### config.mk
export PLATFORM = sky130hd
export DESIGN_NAME = adc_serial_output
export DESIGN_NICKNAME = d
export VERILOG_FILES = /design/src/hw/adc_out_pkg.sv /design/src/hw/adc_serial_output.sv /design/src/hw/lane_mux.sv /design/src/hw/pair_buffer.sv
export VERILOG_INCLUDE_DIRS = /design/src /design/src/hw
export SDC_FILE = /design/constraint.sdc
export NUM_CORES = 1
export LEC_CHECK = 0
export BUFFER_PORTS_ARGS = -buffer_cell sky130_fd_sc_hd__buf_2
export CAP_MARGIN = 20
export CORE_MARGIN = 1.5
export CORE_UTILIZATION = 25
export DETAILED_ROUTE_END_ITERATION = 8
export GPL_TIMING_DRIVEN = 0
export HOLD_SLACK_MARGIN = 0.12
export SLEW_MARGIN = 30
export SYNTH_ARGS = -nofsm -noshare
export SYNTH_HDL_FRONTEND = slang
export SYNTH_HIERARCHICAL = 1
export SYNTH_SLANG_ARGS = --single-unit
### constraint.sdc
create_clock -name sys_clk -period 17.02 [get_ports sys_clk]
set_input_delay 1.702 -clock sys_clk [delete_from_list [all_inputs] [get_ports sys_clk]]
set_output_delay 1.702 -clock sys_clk [all_outputs]
set_load 0.05 [all_outputs]
### src/hw/adc_out_defines.svh
// register addresses, field positions, reset values and timing counts
// assumes a 16-bit data word behind an 8-bit address on the serial port
`ifndef ADC_OUT_DEFINES_SVH
`define ADC_OUT_DEFINES_SVH

`define ADDR_SOFT_RESET    8'h00
`define ADDR_CONFIG        8'h01
`define ADDR_PATTERN_SYNC  8'h02
`define ADDR_RAMP_RESET    8'h0a
`define ADDR_RAMP_CTRL     8'h25
`define ADDR_CLOCK_PHASE   8'h42
`define ADDR_LANE_FORMAT   8'h46
`define ADDR_EXT_REF       8'h4a

`define BIT_SOFT_RESET     0
`define BIT_UNLOCK         4
`define BIT_SYNC_ENABLE    13
`define BIT_PIN_SELECT     14
`define BIT_RAMP_ENABLE    6
`define BIT_CM_ENABLE_LO   15
`define BIT_CM_ENABLE_HI   3
`define PHASE_MSB          6
`define PHASE_LSB          5
`define BIT_TWO_LANE       0
`define BIT_TWOS           2
`define BIT_MSB_FIRST      3
`define SEQ_MSB            5
`define SEQ_LSB            4
`define BIT_EXT_REF_ENABLE 0

`define PHASE_RESET        2'h2
`define SRC_REF_PINS       2'h0
`define SRC_COMMON_MODE    2'h3

`define OB_POS_CLAMP       12'hfff
`define OB_NEG_CLAMP       12'h000
`define TC_POS_CLAMP       12'h7ff
`define TC_NEG_CLAMP       12'h800
`define SIGN_FLIP          12'h800
`define SAMPLE_MSB         4'hb

`define WORD_LAST          5'h17
`define SLOT_LAST          4'hb
`define HALF_LAST          4'h5
`define HALF_SLOTS         4'h6
`define QUARTER_LAST       2'h3
`define LATENCY            4'hb

`define PIN_DATA           0
`define PIN_SCLK           1
`define PIN_CSN            2
`define PIN_RSTN           3
`define PIN_ALIGN          4
`define PIN_IDLE           5'h0e

`endif

### src/hw/adc_out_pkg.sv
// types shared by the output formatter, buffer and lane multiplexer
// assumes four channels of 12-bit samples
package adc_out_pkg;
  typedef enum logic [1:0] {SEQ_BYTE, SEQ_BIT, SEQ_WORD} bit_sequence_type;
  typedef logic [11:0] sample_type;
  typedef sample_type [3:0] channel_set_type;
endpackage

### src/hw/adc_serial_output.sv
// output side of a four-channel 12-bit converter: format, latency,
// buffering, lane serialization, bit and frame clocks, serial registers
// assumes samples arrive on sys_clk; serial and strap pins are async
`include "adc_out_defines.svh"

module adc_serial_output (
  input  wire logic                         sys_clk,
  input  wire logic                         rst,
  input  wire logic                         resetPinN,
  input  wire logic                         chipSelectN,
  input  wire logic                         serialClock,
  input  wire logic                         serialData,
  input  wire logic                         patternAlignPin,
  input  wire logic                         sampleValid,
  input  wire adc_out_pkg::channel_set_type sampleIn,
  input  wire logic [3:0]                   overloadPos,
  input  wire logic [3:0]                   overloadNeg,
  output logic                              sampleReady,
  output logic                              bitClockOut,
  output logic                              frameClockOut,
  output logic [3:0]                        dataLaneA,
  output logic [3:0]                        dataLaneB,
  output logic                              topReferencePinSelect,
  output logic                              commonModePinSelect,
  output logic                              internalRefPowerDown
);
  import adc_out_pkg::*;

  logic [4:0]       pinMeta;
  logic [4:0]       pinSync;
  logic [4:0]       pinPrev;
  logic [22:0]      shiftReg;
  logic [4:0]       shiftCount;
  logic             softReset;
  logic             syncEnable;
  logic             patternAlignPinSelect;
  logic             upperRegisterUnlock;
  logic             externalReferenceEnable;
  logic             refCommonModeEnableLo;
  logic             refCommonModeEnableHi;
  logic             twosComplementSelect;
  logic             twoLane;
  logic             msbFirst;
  bit_sequence_type bitSeq;
  logic [1:0]       phase;
  logic             rampEnable;
  sample_type       rampResetVal;
  sample_type       ramp [4];
  channel_set_type  pipe [`LATENCY];
  logic [3:0]       pipeFill;
  logic [1:0]       quarter;
  logic [3:0]       slot;
  sample_type       wordA [4];
  sample_type       wordB [4];
  sample_type       wordHold [4];
  channel_set_type  bufOut;
  logic             bufOutValid;
  logic [3:0]       muxA;
  logic [3:0]       muxB;

  function automatic logic hit(logic [7:0] addr, logic [7:0] want);
    hit = addr == want;
  endfunction

  function automatic sample_type formatSample(sample_type raw, logic pos,
                                              logic neg, logic twos);
    if (pos)
      formatSample = twos ? `TC_POS_CLAMP : `OB_POS_CLAMP;
    else if (neg)
      formatSample = twos ? `TC_NEG_CLAMP : `OB_NEG_CLAMP;
    else
      formatSample = twos ? raw ^ `SIGN_FLIP : raw;
  endfunction

  // serial port and strap pins: two flops before anything looks at them
  always_ff @(posedge sys_clk)
  begin
    if (rst)
    begin
      pinMeta <= `PIN_IDLE;
      pinSync <= `PIN_IDLE;
      pinPrev <= `PIN_IDLE;
    end
    else
    begin
      pinMeta <= {patternAlignPin, resetPinN, chipSelectN, serialClock,
                  serialData};
      pinSync <= pinMeta;
      pinPrev <= pinSync;
    end
  end

  wire        sclkRise  = pinSync[`PIN_SCLK] && !pinPrev[`PIN_SCLK];
  wire        pinRise   = pinSync[`PIN_ALIGN] && !pinPrev[`PIN_ALIGN];
  wire        csActive  = !pinSync[`PIN_CSN];
  wire        anyReset  = rst || !pinSync[`PIN_RSTN] || softReset;
  wire        wordDone  = csActive && sclkRise && shiftCount == `WORD_LAST;
  wire [23:0] fullWord  = {shiftReg, pinSync[`PIN_DATA]};
  wire [7:0]  wrAddr    = fullWord[23:16];
  wire [15:0] wrData    = fullWord[15:0];

  wire wrSoft   = wordDone && hit(wrAddr, `ADDR_SOFT_RESET);
  wire wrConfig = wordDone && hit(wrAddr, `ADDR_CONFIG);
  wire wrSync   = wordDone && hit(wrAddr, `ADDR_PATTERN_SYNC);
  wire wrRampV  = wordDone && hit(wrAddr, `ADDR_RAMP_RESET);
  wire wrRampC  = wordDone && hit(wrAddr, `ADDR_RAMP_CTRL);
  wire wrPhase  = wordDone && hit(wrAddr, `ADDR_CLOCK_PHASE);
  wire wrLane   = wordDone && hit(wrAddr, `ADDR_LANE_FORMAT);
  wire wrExtRef = wordDone && hit(wrAddr, `ADDR_EXT_REF);

  // bits past a whole number of 24-bit words are dropped when cs rises
  always_ff @(posedge sys_clk)
  begin
    if (rst || !csActive)
      shiftCount <= '0;
    else if (sclkRise)
      shiftCount <= wordDone ? '0 : 5'(shiftCount + 1'b1);
  end

  always_ff @(posedge sys_clk)
  begin
    if (sclkRise)
      shiftReg <= fullWord[22:0];
  end

  // software reset clears the registers, then drops by itself
  always_ff @(posedge sys_clk)
  begin
    if (rst)
      softReset <= 1'b0;
    else
      softReset <= wrSoft && wrData[`BIT_SOFT_RESET];
  end

  always_ff @(posedge sys_clk)
  begin
    if (anyReset)
    begin
      syncEnable              <= 1'b0;
      patternAlignPinSelect   <= 1'b0;
      upperRegisterUnlock     <= 1'b0;
      externalReferenceEnable <= 1'b0;
      refCommonModeEnableLo   <= 1'b0;
      refCommonModeEnableHi   <= 1'b0;
      twosComplementSelect    <= 1'b0;
      msbFirst                <= 1'b0;
      twoLane                 <= 1'b0;
      bitSeq                  <= SEQ_BYTE;
      phase                   <= `PHASE_RESET;
      rampEnable              <= 1'b0;
      rampResetVal            <= '0;
    end
    else
    begin
      if (wrConfig)
        upperRegisterUnlock <= wrData[`BIT_UNLOCK];
      if (wrSync)
      begin
        syncEnable            <= wrData[`BIT_SYNC_ENABLE];
        patternAlignPinSelect <= wrData[`BIT_PIN_SELECT];
      end
      if (wrRampV)
        rampResetVal <= wrData[11:0];
      if (wrRampC)
        rampEnable <= wrData[`BIT_RAMP_ENABLE];
      if (wrPhase)
      begin
        refCommonModeEnableLo <= wrData[`BIT_CM_ENABLE_LO];
        refCommonModeEnableHi <= wrData[`BIT_CM_ENABLE_HI];
        phase                 <= wrData[`PHASE_MSB:`PHASE_LSB];
      end
      if (wrLane)
      begin
        twoLane              <= wrData[`BIT_TWO_LANE];
        twosComplementSelect <= wrData[`BIT_TWOS];
        msbFirst             <= wrData[`BIT_MSB_FIRST];
        bitSeq <= bit_sequence_type'(wrData[`SEQ_MSB:`SEQ_LSB]);
      end
      if (wrExtRef)
        externalReferenceEnable <= wrData[`BIT_EXT_REF_ENABLE];
    end
  end

  // a write of the enable bit without pin select aligns at once; the
  // pin only counts once both bits are set
  wire swSyncPulse = wrSync && wrData[`BIT_SYNC_ENABLE] &&
                     !wrData[`BIT_PIN_SELECT];
  wire pinGate     = syncEnable && patternAlignPinSelect;
  wire syncFire    = swSyncPulse || (pinRise && pinGate);
  wire strobe      = sampleValid && sampleReady;
  wire primed      = pipeFill == `LATENCY;

  channel_set_type formatted;
  channel_set_type rampSet;
  channel_set_type bufIn;

  genvar ch;
  generate
    for (ch = 0; ch < 4; ch++)
    begin : g_chan
      assign formatted[ch] = formatSample(sampleIn[ch], overloadPos[ch],
                                          overloadNeg[ch],
                                          twosComplementSelect);
      assign rampSet[ch] = ramp[ch];

      always_ff @(posedge sys_clk)
      begin
        if (anyReset)
          ramp[ch] <= '0;
        else if (syncFire)
          ramp[ch] <= rampResetVal;
        else if (strobe)
          ramp[ch] <= 12'(ramp[ch] + 1'b1);
      end

      lane_mux u_mux (
        .twoLane  (twoLane),
        .msbFirst (msbFirst),
        .bitSeq   (bitSeq),
        .slot     (slot),
        .wordA    (wordA[ch]),
        .wordB    (wordB[ch]),
        .wordHold (wordHold[ch]),
        .laneA    (muxA[ch]),
        .laneB    (muxB[ch])
      );
    end
  endgenerate

  assign bufIn = rampEnable ? rampSet : pipe[`LATENCY - 1'b1];

  // converter latency: a sample leaves after eleven more sample strobes
  always_ff @(posedge sys_clk)
  begin
    if (strobe)
    begin
      pipe[0] <= formatted;
      for (int i = 1; i < `LATENCY; i++)
        pipe[i] <= pipe[i - 1];
    end
  end

  always_ff @(posedge sys_clk)
  begin
    if (anyReset)
      pipeFill <= '0;
    else if (strobe && !primed)
      pipeFill <= 4'(pipeFill + 1'b1);
  end

  // bit slot timing: four sys_clk quarters per slot, twelve per frame
  wire endFrame = slot == `SLOT_LAST && quarter == `QUARTER_LAST;
  wire midFrame = slot == `HALF_LAST && quarter == `QUARTER_LAST;
  wire take     = endFrame || (midFrame && twoLane);

  pair_buffer #(
    .WIDTH ($bits(channel_set_type)),
    .DEPTH (2)
  ) u_buf (
    .sys_clk  (sys_clk),
    .rst      (anyReset),
    .inValid  (strobe && primed),
    .inData   (bufIn),
    .inReady  (sampleReady),
    .outValid (bufOutValid),
    .outData  (bufOut),
    .outReady (take)
  );

  always_ff @(posedge sys_clk)
  begin
    if (anyReset)
    begin
      quarter <= '0;
      slot    <= '0;
    end
    else
    begin
      quarter <= 2'(quarter + 1'b1);
      if (quarter == `QUARTER_LAST)
        slot <= (slot == `SLOT_LAST) ? '0 : 4'(slot + 1'b1);
    end
  end

  // an empty buffer at a take point sends a zero word, keeping clocks
  generate
    for (ch = 0; ch < 4; ch++)
    begin : g_word
      always_ff @(posedge sys_clk)
      begin
        if (anyReset)
        begin
          wordA[ch]    <= '0;
          wordB[ch]    <= '0;
          wordHold[ch] <= '0;
        end
        else
        begin
          if (endFrame)
          begin
            wordA[ch]    <= bufOutValid ? bufOut[ch] : '0;
            wordHold[ch] <= wordB[ch];
          end
          if (midFrame && twoLane)
            wordB[ch] <= bufOutValid ? bufOut[ch] : '0;
        end
      end
    end
  endgenerate

  wire extRefOn = upperRegisterUnlock && externalReferenceEnable;
  wire [1:0] referenceSourceSelect = {refCommonModeEnableHi,
                                      refCommonModeEnableLo};

  // bit clock, frame clock and data lanes all lag the slot counters by one clock alike
  always_ff @(posedge sys_clk)
  begin
    if (rst)
    begin
      bitClockOut           <= 1'b0;
      frameClockOut         <= 1'b0;
      dataLaneA             <= '0;
      dataLaneB             <= '0;
      topReferencePinSelect <= 1'b0;
      commonModePinSelect   <= 1'b0;
      internalRefPowerDown  <= 1'b0;
    end
    else
    begin
      bitClockOut   <= slot[0] ^ (quarter >= phase);
      frameClockOut <= slot <= `HALF_LAST;
      dataLaneA     <= muxA;
      dataLaneB     <= muxB;
      topReferencePinSelect <= extRefOn &&
        referenceSourceSelect == `SRC_REF_PINS;
      commonModePinSelect <= extRefOn &&
        referenceSourceSelect == `SRC_COMMON_MODE;
      internalRefPowerDown <= extRefOn &&
        (referenceSourceSelect == `SRC_REF_PINS ||
         referenceSourceSelect == `SRC_COMMON_MODE);
    end
  end
endmodule

### src/hw/lane_mux.sv
// picks the bit on each lane of one channel for the current bit slot
// assumes slot runs 0..11, wordA and wordHold stand still within a frame and wordB within each half
`include "adc_out_defines.svh"

module lane_mux (
  input  wire logic                          twoLane,
  input  wire logic                          msbFirst,
  input  wire adc_out_pkg::bit_sequence_type bitSeq,
  input  wire logic [3:0]                    slot,
  input  wire adc_out_pkg::sample_type       wordA,
  input  wire adc_out_pkg::sample_type       wordB,
  input  wire adc_out_pkg::sample_type       wordHold,
  output logic                               laneA,
  output logic                               laneB
);
  import adc_out_pkg::*;

  function automatic logic pick12(sample_type w, logic [3:0] s,
                                  logic msb);
    pick12 = msb ? w[4'(`SAMPLE_MSB - s)] : w[s];
  endfunction

  function automatic logic pick6(logic [5:0] g, logic [2:0] k,
                                 logic msb);
    pick6 = msb ? g[3'(3'h5 - k)] : g[k];
  endfunction

  function automatic logic [5:0] everyOther(sample_type w, logic odd);
    logic [5:0] g;
    g = '0;
    for (int i = 0; i < 6; i++)
      g[i] = w[2 * i + int'(odd)];
    everyOther = g;
  endfunction

  wire             secondHalf = slot > `HALF_LAST;
  wire [2:0]       halfSlot   = secondHalf ? 3'(slot - `HALF_SLOTS)
                                           : slot[2:0];
  wire sample_type half       = secondHalf ? wordB : wordA;

  always_comb
  begin
    laneA = pick12(wordA, slot, msbFirst);
    laneB = 1'b0;
    if (twoLane)
    begin
      unique case (bitSeq)
        SEQ_BYTE:
        begin
          laneA = pick6(half[11:6], halfSlot, msbFirst);
          laneB = pick6(half[5:0], halfSlot, msbFirst);
        end
        SEQ_BIT:
        begin
          laneA = pick6(everyOther(half, 1'b1), halfSlot, msbFirst);
          laneB = pick6(everyOther(half, 1'b0), halfSlot, msbFirst);
        end
        SEQ_WORD:
        begin
          laneA = pick12(wordA, slot, msbFirst);
          laneB = pick12(wordHold, slot, msbFirst);
        end
        default:
        begin
          laneA = 1'b0;
          laneB = 1'b0;
        end
      endcase
    end
  end
endmodule

### src/hw/pair_buffer.sv
// small valid/ready buffer between the sample pipeline and serializer
// assumes both sides run on sys_clk; inReady comes from a flip-flop
module pair_buffer #(
  parameter int WIDTH = 48,
  parameter int DEPTH = 2
) (
  input  wire logic             sys_clk,
  input  wire logic             rst,
  input  wire logic             inValid,
  input  wire logic [WIDTH-1:0] inData,
  output logic                  inReady,
  output logic                  outValid,
  output logic [WIDTH-1:0]      outData,
  input  wire logic             outReady
);
  localparam int AW = (DEPTH > 1) ? $clog2(DEPTH) : 1;
  localparam int CW = AW + 1;

  logic [WIDTH-1:0] store [DEPTH];
  logic [AW-1:0]    wrPtr;
  logic [AW-1:0]    rdPtr;
  logic [CW-1:0]    count;

  function automatic logic [AW-1:0] advance(logic [AW-1:0] p);
    advance = (p == AW'(DEPTH - 1)) ? '0 : AW'(p + 1'b1);
  endfunction

  wire          push       = inValid && inReady;
  wire          pop        = outValid && outReady;
  wire [CW-1:0] next_count = CW'(count + CW'(push) - CW'(pop));

  assign outValid = count != '0;
  assign outData  = store[rdPtr];

  always_ff @(posedge sys_clk)
  begin
    if (push)
      store[wrPtr] <= inData;
  end

  always_ff @(posedge sys_clk)
  begin
    if (rst)
    begin
      wrPtr   <= '0;
      rdPtr   <= '0;
      count   <= '0;
      inReady <= 1'b0;
    end
    else
    begin
      if (push)
        wrPtr <= advance(wrPtr);
      if (pop)
        rdPtr <= advance(rdPtr);
      count   <= next_count;
      inReady <= next_count < CW'(DEPTH);
    end
  end
endmodule

Word level (Yosys, flattened, before mapping)
Memories as Yosys holds them, arrays and structs flattened. A register that Yosys moved wholly into a read port is not among the register bits.
Cells that the tools add are included.
{ "op_classes": {"n_shift": 0, "n_mux": 200, "n_bitwise": 26, "mul": 0, "n_eq_ne": 15, "n_reduce_logical": 46, "n_addsub": 15, "div_mod_pow": 0, "order_cmp": 8} }
{ "ops": {"columns": ["cell", "n"], "rows": [
  ["$mux 12", 42],
  ["$mux 1", 98],
  ["$bmux 1 s3", 32],
  ["$bmux 1 s4", 16],
  ["$add 12x1->12 const B", 4],
  ["$mux 48", 1],
  ["$logic_and 1x1->1", 29],
  ["$eq 8x7->1 const B", 3],
  ["$pmux 1 s3", 8],
  ["$or 1x1->1", 20],
  ["$lt 4x5->1 const B", 2],
  ["$add 4x1->4 const B", 2],
  ["$eq 4x4->1 const B", 2],
  ["$eq 8x1->1 const B", 1],
  ["$eq 8x2->1 const B", 1],
  ["$eq 8x4->1 const B", 1],
  ["$eq 8x6->1 const B", 1],
  ["$logic_not 8->1", 1],
  ["$lt 3x4->1 const B", 2],
  ["$eq 2x2->1 const B", 3],
  ["$logic_not 1->1", 6],
  ["$logic_or 1x1->1", 6],
  ["$add 5x1->5 const B", 1],
  ["$eq 5x5->1 const B", 1],
  ["21 further kinds", 27]
]} }
{ "word_totals": {"latch_bits": 0, "romBits": 0, "inputBits": 64, "ramBits": 816, "n_memories": 6, "regBits": 98} }
{ "mem_list": {"columns": ["name", "words", "word_bits", "read_ports", "rd_ports_with_merged_regs", "write_ports", "line_no", "source"], "rows": [
  ["pipe", 11, 48, 11, 0, 11, "adc_serial_output.sv:49", "channel_set_type pipe [`LATENCY];"],
  ["u_buf.store", 2, 48, 1, 1, 1, "pair_buffer.sv:19", "logic [WIDTH-1:0] store [DEPTH];"],
  ["ramp", 4, 12, 4, 0, 4, "adc_serial_output.sv:48", "sample_type ramp [4];"],
  ["wordA", 4, 12, 4, 0, 4, "adc_serial_output.sv:53", "sample_type wordA [4];"],
  ["wordB", 4, 12, 4, 0, 4, "adc_serial_output.sv:54", "sample_type wordB [4];"],
  ["wordHold", 4, 12, 4, 0, 4, "adc_serial_output.sv:55", "sample_type wordHold [4];"]
]} }

Longest topological paths before layout
Gate-level depths: netlist (run 1).
{ "logic_depth": {"ltp_word": 13, "depth_mapped": 11} }

Modules after synthesis
The synthesis (run 1) kept the hierarchy.
{ "modules_own_cells": {"columns": ["module", "cells_each", "area_per_inst_um2", "n_inst", "seq_area_each_um2"], "rows": [
  ["adc_serial_output", 1600, 28344.7, 1, 23652.7],
  ["lane_mux", 196, 1530.2, 4, 0.0],
  ["pair_buffer", 185, 3843.7, 1, 3002.9]
]} }

Worst setup path before layout (run 1)
No wires, ideal clock.
{ "synth_timing": {"path_kind": "in2reg", "from": "input port sampleValid", "to": "memory ramp[1][0] (netlist bit), data pin", "setup_ns": 0.176, "required_ns": 16.844, "setup_slack_ns": 2.505, "t_arrival_ns": 14.339, "cell_stages": 5, "path_buffers": 1, "cell_sequence": "nand2_1 -> inv_1 -> o211ai_1 -> buf_2 -> o32ai_1"} }
{ "synth_rtl": {"columns": ["item", "line_no", "source"], "rows": [
  ["start, declared", "adc_serial_output.sv:14", "input wire logic sampleValid,"],
  ["end, declared", "adc_serial_output.sv:48", null]
]} }

Worst setup path in the final report (run 1)
{ "layout_timing": {"from": "register slot[3]", "to": "register dataLaneB[0]"} }
{ "layout_via": {"elab_chain_len": 7, "elab_cells_between_ends": 21} }
{ "layout_lines": {"columns": ["item", "line_no", "source"], "rows": [
  ["start, declared", "adc_serial_output.sv:52", "logic [3:0] slot;"],
  ["start signal, assigned", "adc_serial_output.sv:281", "slot <= (slot == `SLOT_LAST) ? '0 : 4'(slot + 1'b1);"],
  ["$gt 4x3->1 (no line)", null, null],
  ["$mux 3", "lane_mux.sv:37", "wire [2:0] halfSlot = secondHalf ? 3'(slot - `HALF_SLOTS)"],
  ["$sub 3x3->3", "lane_mux.sv:25", "pick6 = msb ? g[3'(3'h5 - k)] : g[k];"],
  ["$bmux 1 s3", "lane_mux.sv:25", null],
  ["$mux 1 (implied by the code)", "lane_mux.sv:25", null],
  ["$mux 1", "lane_mux.sv:25", null],
  ["$pmux 1 s3 *", "lane_mux.sv:47", "unique case (bitSeq)"],
  ["end signal, assigned", "adc_serial_output.sv:333", "dataLaneB <= muxB;"],
  ["end, declared", "adc_serial_output.sv:22", "output logic [3:0] dataLaneB,"]
]} }
Every way passes the cells marked *; elsewhere a longest branch is shown, timed or not. The select of a mux whose other input is x is not followed.
A chain may end at the register's enable or synchronous reset.

==> flow_metrics.py, run 1 <==
metrics = {
    "detailed_routing": {
        "avgRoutedWirePerCell_um": 16.6,
        "viasPerCell": 4.42,
        "drt_iter0_markers": 1918,
        "dr.pass1.iters": 5,
        "drcViolationCount": 0,
        "antenna_left": 0,
        "vias": 21463,
        "route.final.wire_length_um": 80600,
    },
    "place": {
        "numPortBuffers": 77,
        "dp.cells": 4689,
        "place.gp.congestion": 0.887,
        "hpwl_um": 56300,
        "post-place-ws_ns": 12.51,
    },
    "critical_path": {
        "worstSetupPathType": "flop to flop",
        "crit_required_ns": 17.60,
        "startpoint_type": "flop",
        "crit_slowest_cell": "dfxtp_1",
        "crit_buf_inv": 3,
        "critPathArrivalTime_ns": 4.89,
        "r2r_slack_ns": 12.70,
        "cp_cell_sequence": "buf_6 > clkinv_1 > ha_1 > a21oi_4 > buf_2 > mux2i_1 > a31oi_1 > a31oi_1 > a221oi_1 > a211oi_1 > nor2b_1",
        "critPathCaptureType": "flop",
        "rr_endpoint": "dataLaneB[0]$_SDFF_PP0_",
        "critPathMaxStageDelay_ns": 0.97,
        "reg2reg_from": "slot[3]$_SDFFE_PP0N_",
        "cp_max_fo": 15,
        "crit_top_cell": "a31oi_1",
        "reg2regPathDepth": 11,
        "crit_family": "compound AO/OA/AOI/OAI gates",
    },
    "timing": {
        "drv_slew": 0,
        "fmax_mhz": 232,
        "setup_viol": 0,
        "postLayoutSetupSlackWorst_ns": 12.70,
        "tightest_slew_ns": 0.995,
        "skew_ns": 0.0184,
        "finalCritPeriodShare": 0.254,
        "hold_violations": 0,
        "post-route-min-period_ns": 4.32,
        "grt_setup_unrepaired": "no",
        "hold_ws_ns": 0.407,
        "slew_headroom": 0.336,
    },
    "clocking": {
        "htreeDepth": 3,
        "cts_root_buffer": "clkbuf_16",
        "clk_pin_slew_worst_paths_ns": 0.06,
        "worstSkewPairLatency_ns": 0.66,
        "numCtsBuffers": 93,
        "cts_resized": 0,
        "tritoncts": "done",
        "cts_setup_buffers": 0,
        "clock-sinks": 912,
        "cts.path.max_buffers": 3,
        "hold_buffers": 0,
    },
    "min_path": {
        "hold_end": "pipe[8][31]$_DFFE_PP_",
        "holdPathStages": 0,
        "worstHoldStart": "pipe[7][31]$_DFFE_PP_",
        "hp-class": "flop to flop",
    },
    "final_layout": {
        "fin_cells": 4860,
        "fill_cells": 15302,
        "diodes": 0,
        "fin_util": 0.294,
        "multi_input_area_um2": 10800,
        "areaGrowthSynthToFinish_pct": 16.7,
        "ff_latch_area_um2": 26700,
        "fin_nets": 2837,
        "drive_above_1_share": 0.186,
    },
    "floorplanning": {
        "die_x_um": 394,
        "die_y_um": 394,
        "ios": 78,
        "num_rows": 143,
        "start_util": 0.252,
        "die_area_um2": 156000,
        "coreArea_um2": 152000,
    },
    "synth": {
        "syn_area_um2": 38300,
        "yosysSeqAreaShare": 0.696,
        "avgSynthCellArea_um2": 14.9,
        "synth_edf_count": 839,
        "yosys_warnings": 6,
        "synth_flop_cell": "edfxtp_1",
        "async_reset_ff_frac": 0,
        "synth_seq_cells": 912,
        "yosysUniqueCellTypes": 74,
        "synth.net_count": 2652,
        "synthCells": 2569,
    },
    "global_routing": {
        "grt_usage": 0.102,
        "grt_antenna_before_repair": 0,
        "grt_pass1_wl_um": 125000,
        "grt_overflow": 0,
        "grt_pass1_vias": 21309,
        "grt_max_degree": 99,
    },
    "run": {
        "cap_violations": 0,
    },
    "power_and_ir_drop": {
        "peakVddDrop_mv": 0.0683,
        "power_leakage_nw": 15.0,
        "powerDensity_nw_per_um2": 107,
    },
    "outcome": {
        "outcome": "finished clean",
    },
}
## final cells by class
type,instances,share of cell area
inverter,49,0.00428
tap,2030,0.0568
clock inverter,59,0.0135
sequential,912,0.597
multi-input combinational,1471,0.241
clock buffer,112,0.0551
buffer,137,0.0160
timing repair buffer,90,0.0163
## state kept, by name, indices dropped and copies added (netlist names), 2 cells and up, named ones only
register,count
dataLaneA,4
ramp,48
quarter,2
pinSync,5
pipe,528
shiftCount,5
pinMeta,5
rampResetVal,12
wordHold,48
shiftReg,23
wordB,48
dataLaneB,4
u_buf/count,2
bitSeq,2
wordA,48
phase,2
slot,4
pipeFill,4
pinPrev,2
u_buf/store,96
## Yosys cell counts (33+ instances only)
master	n	share of area
a21oi_1	72	0.0094
inv_1	40	0.0039
clkbuf_1	51	0.0050
nand2_1	175	0.017
buf_2	53	0.0069
o211ai_1	45	0.0088
mux2_2	80	0.024
nor2b_1	58	0.0095
dfxtp_1	73	0.038
nor3_1	35	0.0046
o22ai_1	33	0.0054
o21ai_0	78	0.010
nand3_1	54	0.0071
nor2_1	162	0.016
mux2i_1	92	0.024
edfxtp_1	839	0.66
a21o_1	48	0.0094
mux4_2	48	0.028
and2_1	63	0.010
nand2b_1	44	0.0072
## layer usage
| layer | share of wire | track usage |
|---|---|---|
| met5 | 0 | 0 |
| met4 | 0.038 | 0.0417 |
| met3 | 0.055 | 0.0215 |
| met2 | 0.46 | 0.160 |
| met1 | 0.45 | 0.136 |
## layout by cell type, fill, tap and decap left out, types with 16 or more instances in the layout
master     instances
a21o_1            48
a21oi_1           72
a221oi_1          16
a31oi_1           16
a32o_1            16
and2_1            63
buf_2            130
clkbuf_1          64
clkbuf_16         95
clkinv_1          31
dfxtp_1           69
edfxtp_1         839
ha_1              19
inv_1             38
mux2_2            80
mux2_4            20
mux2i_1           92
mux4_2            48
nand2_1          174
nand2b_1          44
nand3_1           53
nand3b_1          25
nand4_1           17
nor2_1           161
nor2b_1           58
nor3_1            35
o211ai_1          45
o21ai_0           77
o22ai_1           33
or2_2             24
xnor2_1           21
xor2_1            26
## worst reg2reg max path: stages, from the launching register on
cell and delay (ns):
dfxtp_1 0.97, buf_6 0.29, clkinv_1 0.31, ha_1 0.41, a21oi_4 0.31, buf_2 0.30
mux2i_1 0.39, a31oi_1 0.13, a31oi_1 0.19, a221oi_1 0.11, a211oi_1 0.62, nor2b_1 0.21
## logic make-up (layout without fill, tap and decap cells)
| logic type | after synthesis | in the layout | share of synthesized area |
|---|---|---|---|
| muxes | 244 | 244 | 0.0850 |
| DFF | 912 | 912 | 0.696 |
| and+or+nand+nor | 713 | 713 | 0.0947 |
| adders and majority gates | 19 | 19 | 0.00621 |
| AOI/OAI and AO/OA | 448 | 448 | 0.0840 |
| buffers and inverters | 186 | 447 | 0.0235 |
| xor gates and xnor gates | 47 | 47 | 0.0107 |
## stage by stage
stage	setup TNS [ns]	cell area, um2	total power [W]
after CTS	0	44700	0.00483
after global routing	0	44700	0.00494
after detailed placement	0	41600	0.00280
final	0	44700	0.00476
after floorplan	0	38300	0.00275
after global placement	-118.65	41200	0.00283
## report_power, final
part | switching (W) | leakage, nW | internal (W)
logic | 0.000108 | 4.85 | 0.0000645
clock network | 0.000838 | 1.50 | 0.00118
registers | 0.0000449 | 8.60 | 0.00253
total | 0.000991 | 15.0 | 0.00377
## worst max-delay path by stage
stage	end	start	cells after the start	slack [ns]
floorplan	ramp[1][0]$_DFFE_PP_	sampleValid	5	2.51
global placement	ramp[3][0]$_DFFE_PP_	sampleValid	5	-3.28
detailed placement	ramp[0][5]$_DFFE_PP_	rst	6	12.51
CTS	dataLaneB[0]$_SDFF_PP0_	slot[3]$_SDFFE_PP0N_	11	12.67
global route	dataLaneB[0]$_SDFF_PP0_	slot[3]$_SDFFE_PP0N_	11	12.50
finish	dataLaneB[0]$_SDFF_PP0_	slot[3]$_SDFFE_PP0N_	11	12.70
(Power assumes the default switching activity.)
==> run 2, diff against run 1 <==
- clock period: 17.02 -> 3.8 ns (I/O delays scaled with it)
==> run 2 against run 1 <==
  * Die area did not move
  * Maximum frequency rose by 23%
  * Critical path depth did not move
  * Hold slack got worse by 0.26 ns
  * Via count rose by 1.9%
  * Count of clock-buffer cells in the layout rose by 4
  * Combinational power rose to 5.0 times the previous value
  * Cell area rose by 1.9%
  * Register-to-register slack got worse by 12 ns
  * Global-route usage rose by 0.12 points
  * Worst setup slack got worse by 12 ns
  * Largest power group unchanged
  * Highest routed layer unchanged
==> flow_metrics.py, run 2 (synthesized netlist as in run 1, its figures left out) <==
metrics = {
    "timing": {
        "tightest_slew_ns": 0.921,
        "slew_headroom": 0.386,
        "skew_ns": 0.0334,
        "hold_violations": 0,
        "post-route-min-period_ns": 3.52,
        "grt_setup_unrepaired": "no",
        "setup_viol": 0,
        "fmax_mhz": 284,
        "finalCritPeriodShare": 0.926,
        "drv_slew": 0,
    },
    "clocking": {
        "cts_root_buffer": "clkbuf_16",
        "worstSkewPairLatency_ns": 0.67,
        "numCtsBuffers": 93,
        "htreeDepth": 3,
        "tritoncts": "done",
        "clock-sinks": 912,
        "cts.path.max_buffers": 3,
        "clk_pin_slew_worst_paths_ns": 0.06,
    },
    "critical_path": {
        "crit_required_ns": 4.37,
        "critPathCaptureType": "flop",
        "critPathArrivalTime_ns": 4.09,
        "r2r_slack_ns": 0.28,
        "worstSetupPathType": "flop to flop",
        "cp_max_fo": 15,
        "startpoint_type": "flop",
    },
    "power_and_ir_drop": {
        "power_leakage_nw": 15.3,
        "p_seq_frac": 0.544,
        "p_int_w": 0.0167,
        "pwr-share-clk": 0.416,
        "peakVddDrop_mv": 0.385,
        "comb_power_share": 0.041,
        "powerDensity_nw_per_um2": 466,
        "switching_share": 0.213,
        "switchingPower_w": 0.00453,
    },
    "place": {
        "dp.cells": 4702,
        "numPortBuffers": 77,
        "place.gp.congestion": 0.885,
        "hpwl_um": 57200,
        "placed_cell_area_um2": 41900,
    },
    "detailed_routing": {
        "antenna_left": 0,
        "drt_iter0_markers": 1848,
        "viasPerCell": 4.43,
        "avgRoutedWirePerCell_um": 16.7,
        "dr.pass1.iters": 5,
        "drcViolationCount": 0,
        "route.final.wire_length_um": 82400,
        "vias": 21868,
    },
    "floorplanning": {
        "die_y_um": 394,
        "num_rows": 143,
        "die_area_um2": 156000,
        "ios": 78,
        "start_util": 0.252,
        "die_x_um": 394,
        "coreArea_um2": 152000,
    },
    "outcome": {
        "outcome": "finished clean",
    },
    "global_routing": {
        "grt_overflow": 0,
        "grt_max_degree": 52,
        "grt_antenna_before_repair": 0,
        "grt_pass1_vias": 21423,
        "grt_pass1_wl_um": 127000,
        "grt_usage": 0.103,
    },
    "final_layout": {
        "multi_input_area_um2": 10800,
        "reg_top3": "pipe x528, u_buf/store x96",
        "mostFrequentLayoutCells": "edfxtp_1, nand2_1, nor2_1",
        "diodes": 0,
        "drive_above_1_share": 0.186,
        "mostFrequentLayoutCell": "edfxtp_1",
        "fin_util": 0.300,
        "fin_cells": 4938,
        "areaGrowthSynthToFinish_pct": 18.9,
        "largest_register": "pipe",
        "largest_register_ffs": 528,
        "fill_cells": 15217,
        "ff_latch_area_um2": 26700,
        "fin_nets": 2912,
        "post-route-cell-area_um2": 45600,
    },
    "run": {
        "cap_violations": 0,
    },
    "min_path": {
        "hp-class": "primary input to flop",
    },
}
-- run 2: cell count changes in the layout (fill, tap and decap cells not counted), sizes merged, moves of 3 or more --
cell	before	now
buf	170	183
bufinv	9	5
clkbuf	169	173
clkinv	49	53
dlygate4sd3	0	62
inv	47	44
-- run 2: path summary, 6_finish.rpt --
path | start | cells past startpoint | end
max reg2reg | slot[3]$_SDFFE_PP0N_ | 11 | dataLaneB[2]$_SDFF_PP0_
min | sampleIn[11] | 3 | pipe[0][11]$_DFFE_PP_
min reg2reg | pipe[9][39]$_DFFE_PP_ | 0 | pipe[10][39]$_DFFE_PP_
max | slot[3]$_SDFFE_PP0N_ | 11 | dataLaneB[2]$_SDFF_PP0_
-- run 2: stage by stage --
step / hold WS [ns] / TNS [ns] / total power (W) / setup WS, ns
2_1_floorplan: 0.389 / -2963.02 / 0.0123 / -5.61
6_report: 0.147 / 0 / 0.0212 / 0.282
3_5_place_dp: 0.398 / -0.358 / 0.0126 / -0.235
5_1_grt: 0.142 / 0 / 0.0220 / 0.0842
3_3_place_gp: 0.401 / -5064.02 / 0.0126 / -9.66
4_1_cts: 0.125 / 0 / 0.0215 / 0.0736
-- run 2: area by class of cell --
type	instances	area share
Inverter	49	0.00412
Tap cell	2030	0.0558
Clock buffer	116	0.0541
Timing Repair Buffer	165	0.0357
Clock inverter	58	0.0115
Sequential cell	912	0.585
Buffer	137	0.0160
Multi-Input combinational cell	1471	0.237
-- run 2: power groups by stage --
stage / clock network (W) / logic (W) / registers [W]
floorplan: 0 / 0.000502 / 0.0118
global placement: 0 / 0.000733 / 0.0119
detailed placement: 0 / 0.000814 / 0.0117
CTS: 0.00908 / 0.000870 / 0.0115
global route: 0.00949 / 0.000943 / 0.0116
finish: 0.00882 / 0.000865 / 0.0115
-- run 2: timing repair --
| action | 4_1_cts | 5_1_grt |
|---|---|---|
| setup buffers | 0 | 0 |
| hold buffers | 62 | 0 |
| gates cloned | 0 | 0 |
| gates resized for setup | 1 | 2 |
| endpoints found under the hold margin | 53 | 0 |
| setup endpoints to repair | 3 | 2 |
-- run 2: metal layers --
layer	GRT usage	part of all wire	routed length [um]	up-vias
met5	0	0	0	-
li1	-	-	-	10373
met3	0.0168	0.047	3850	141
met4	0.0343	0.029	2360	0
met2	0.168	0.47	38600	589
met1	0.139	0.46	37600	10765
-- run 2: worst max-delay path: stages (launching register included) --
cell      delay, ns
dfxtp_4        0.51
buf_6          0.20
clkinv_1       0.27
ha_1           0.41
mux2i_2        0.34
buf_6          0.23
mux2i_1        0.36
o21ai_0        0.20
a31oi_1        0.21
a221oi_1       0.11
a211oi_1       0.42
nor2b_1        0.17
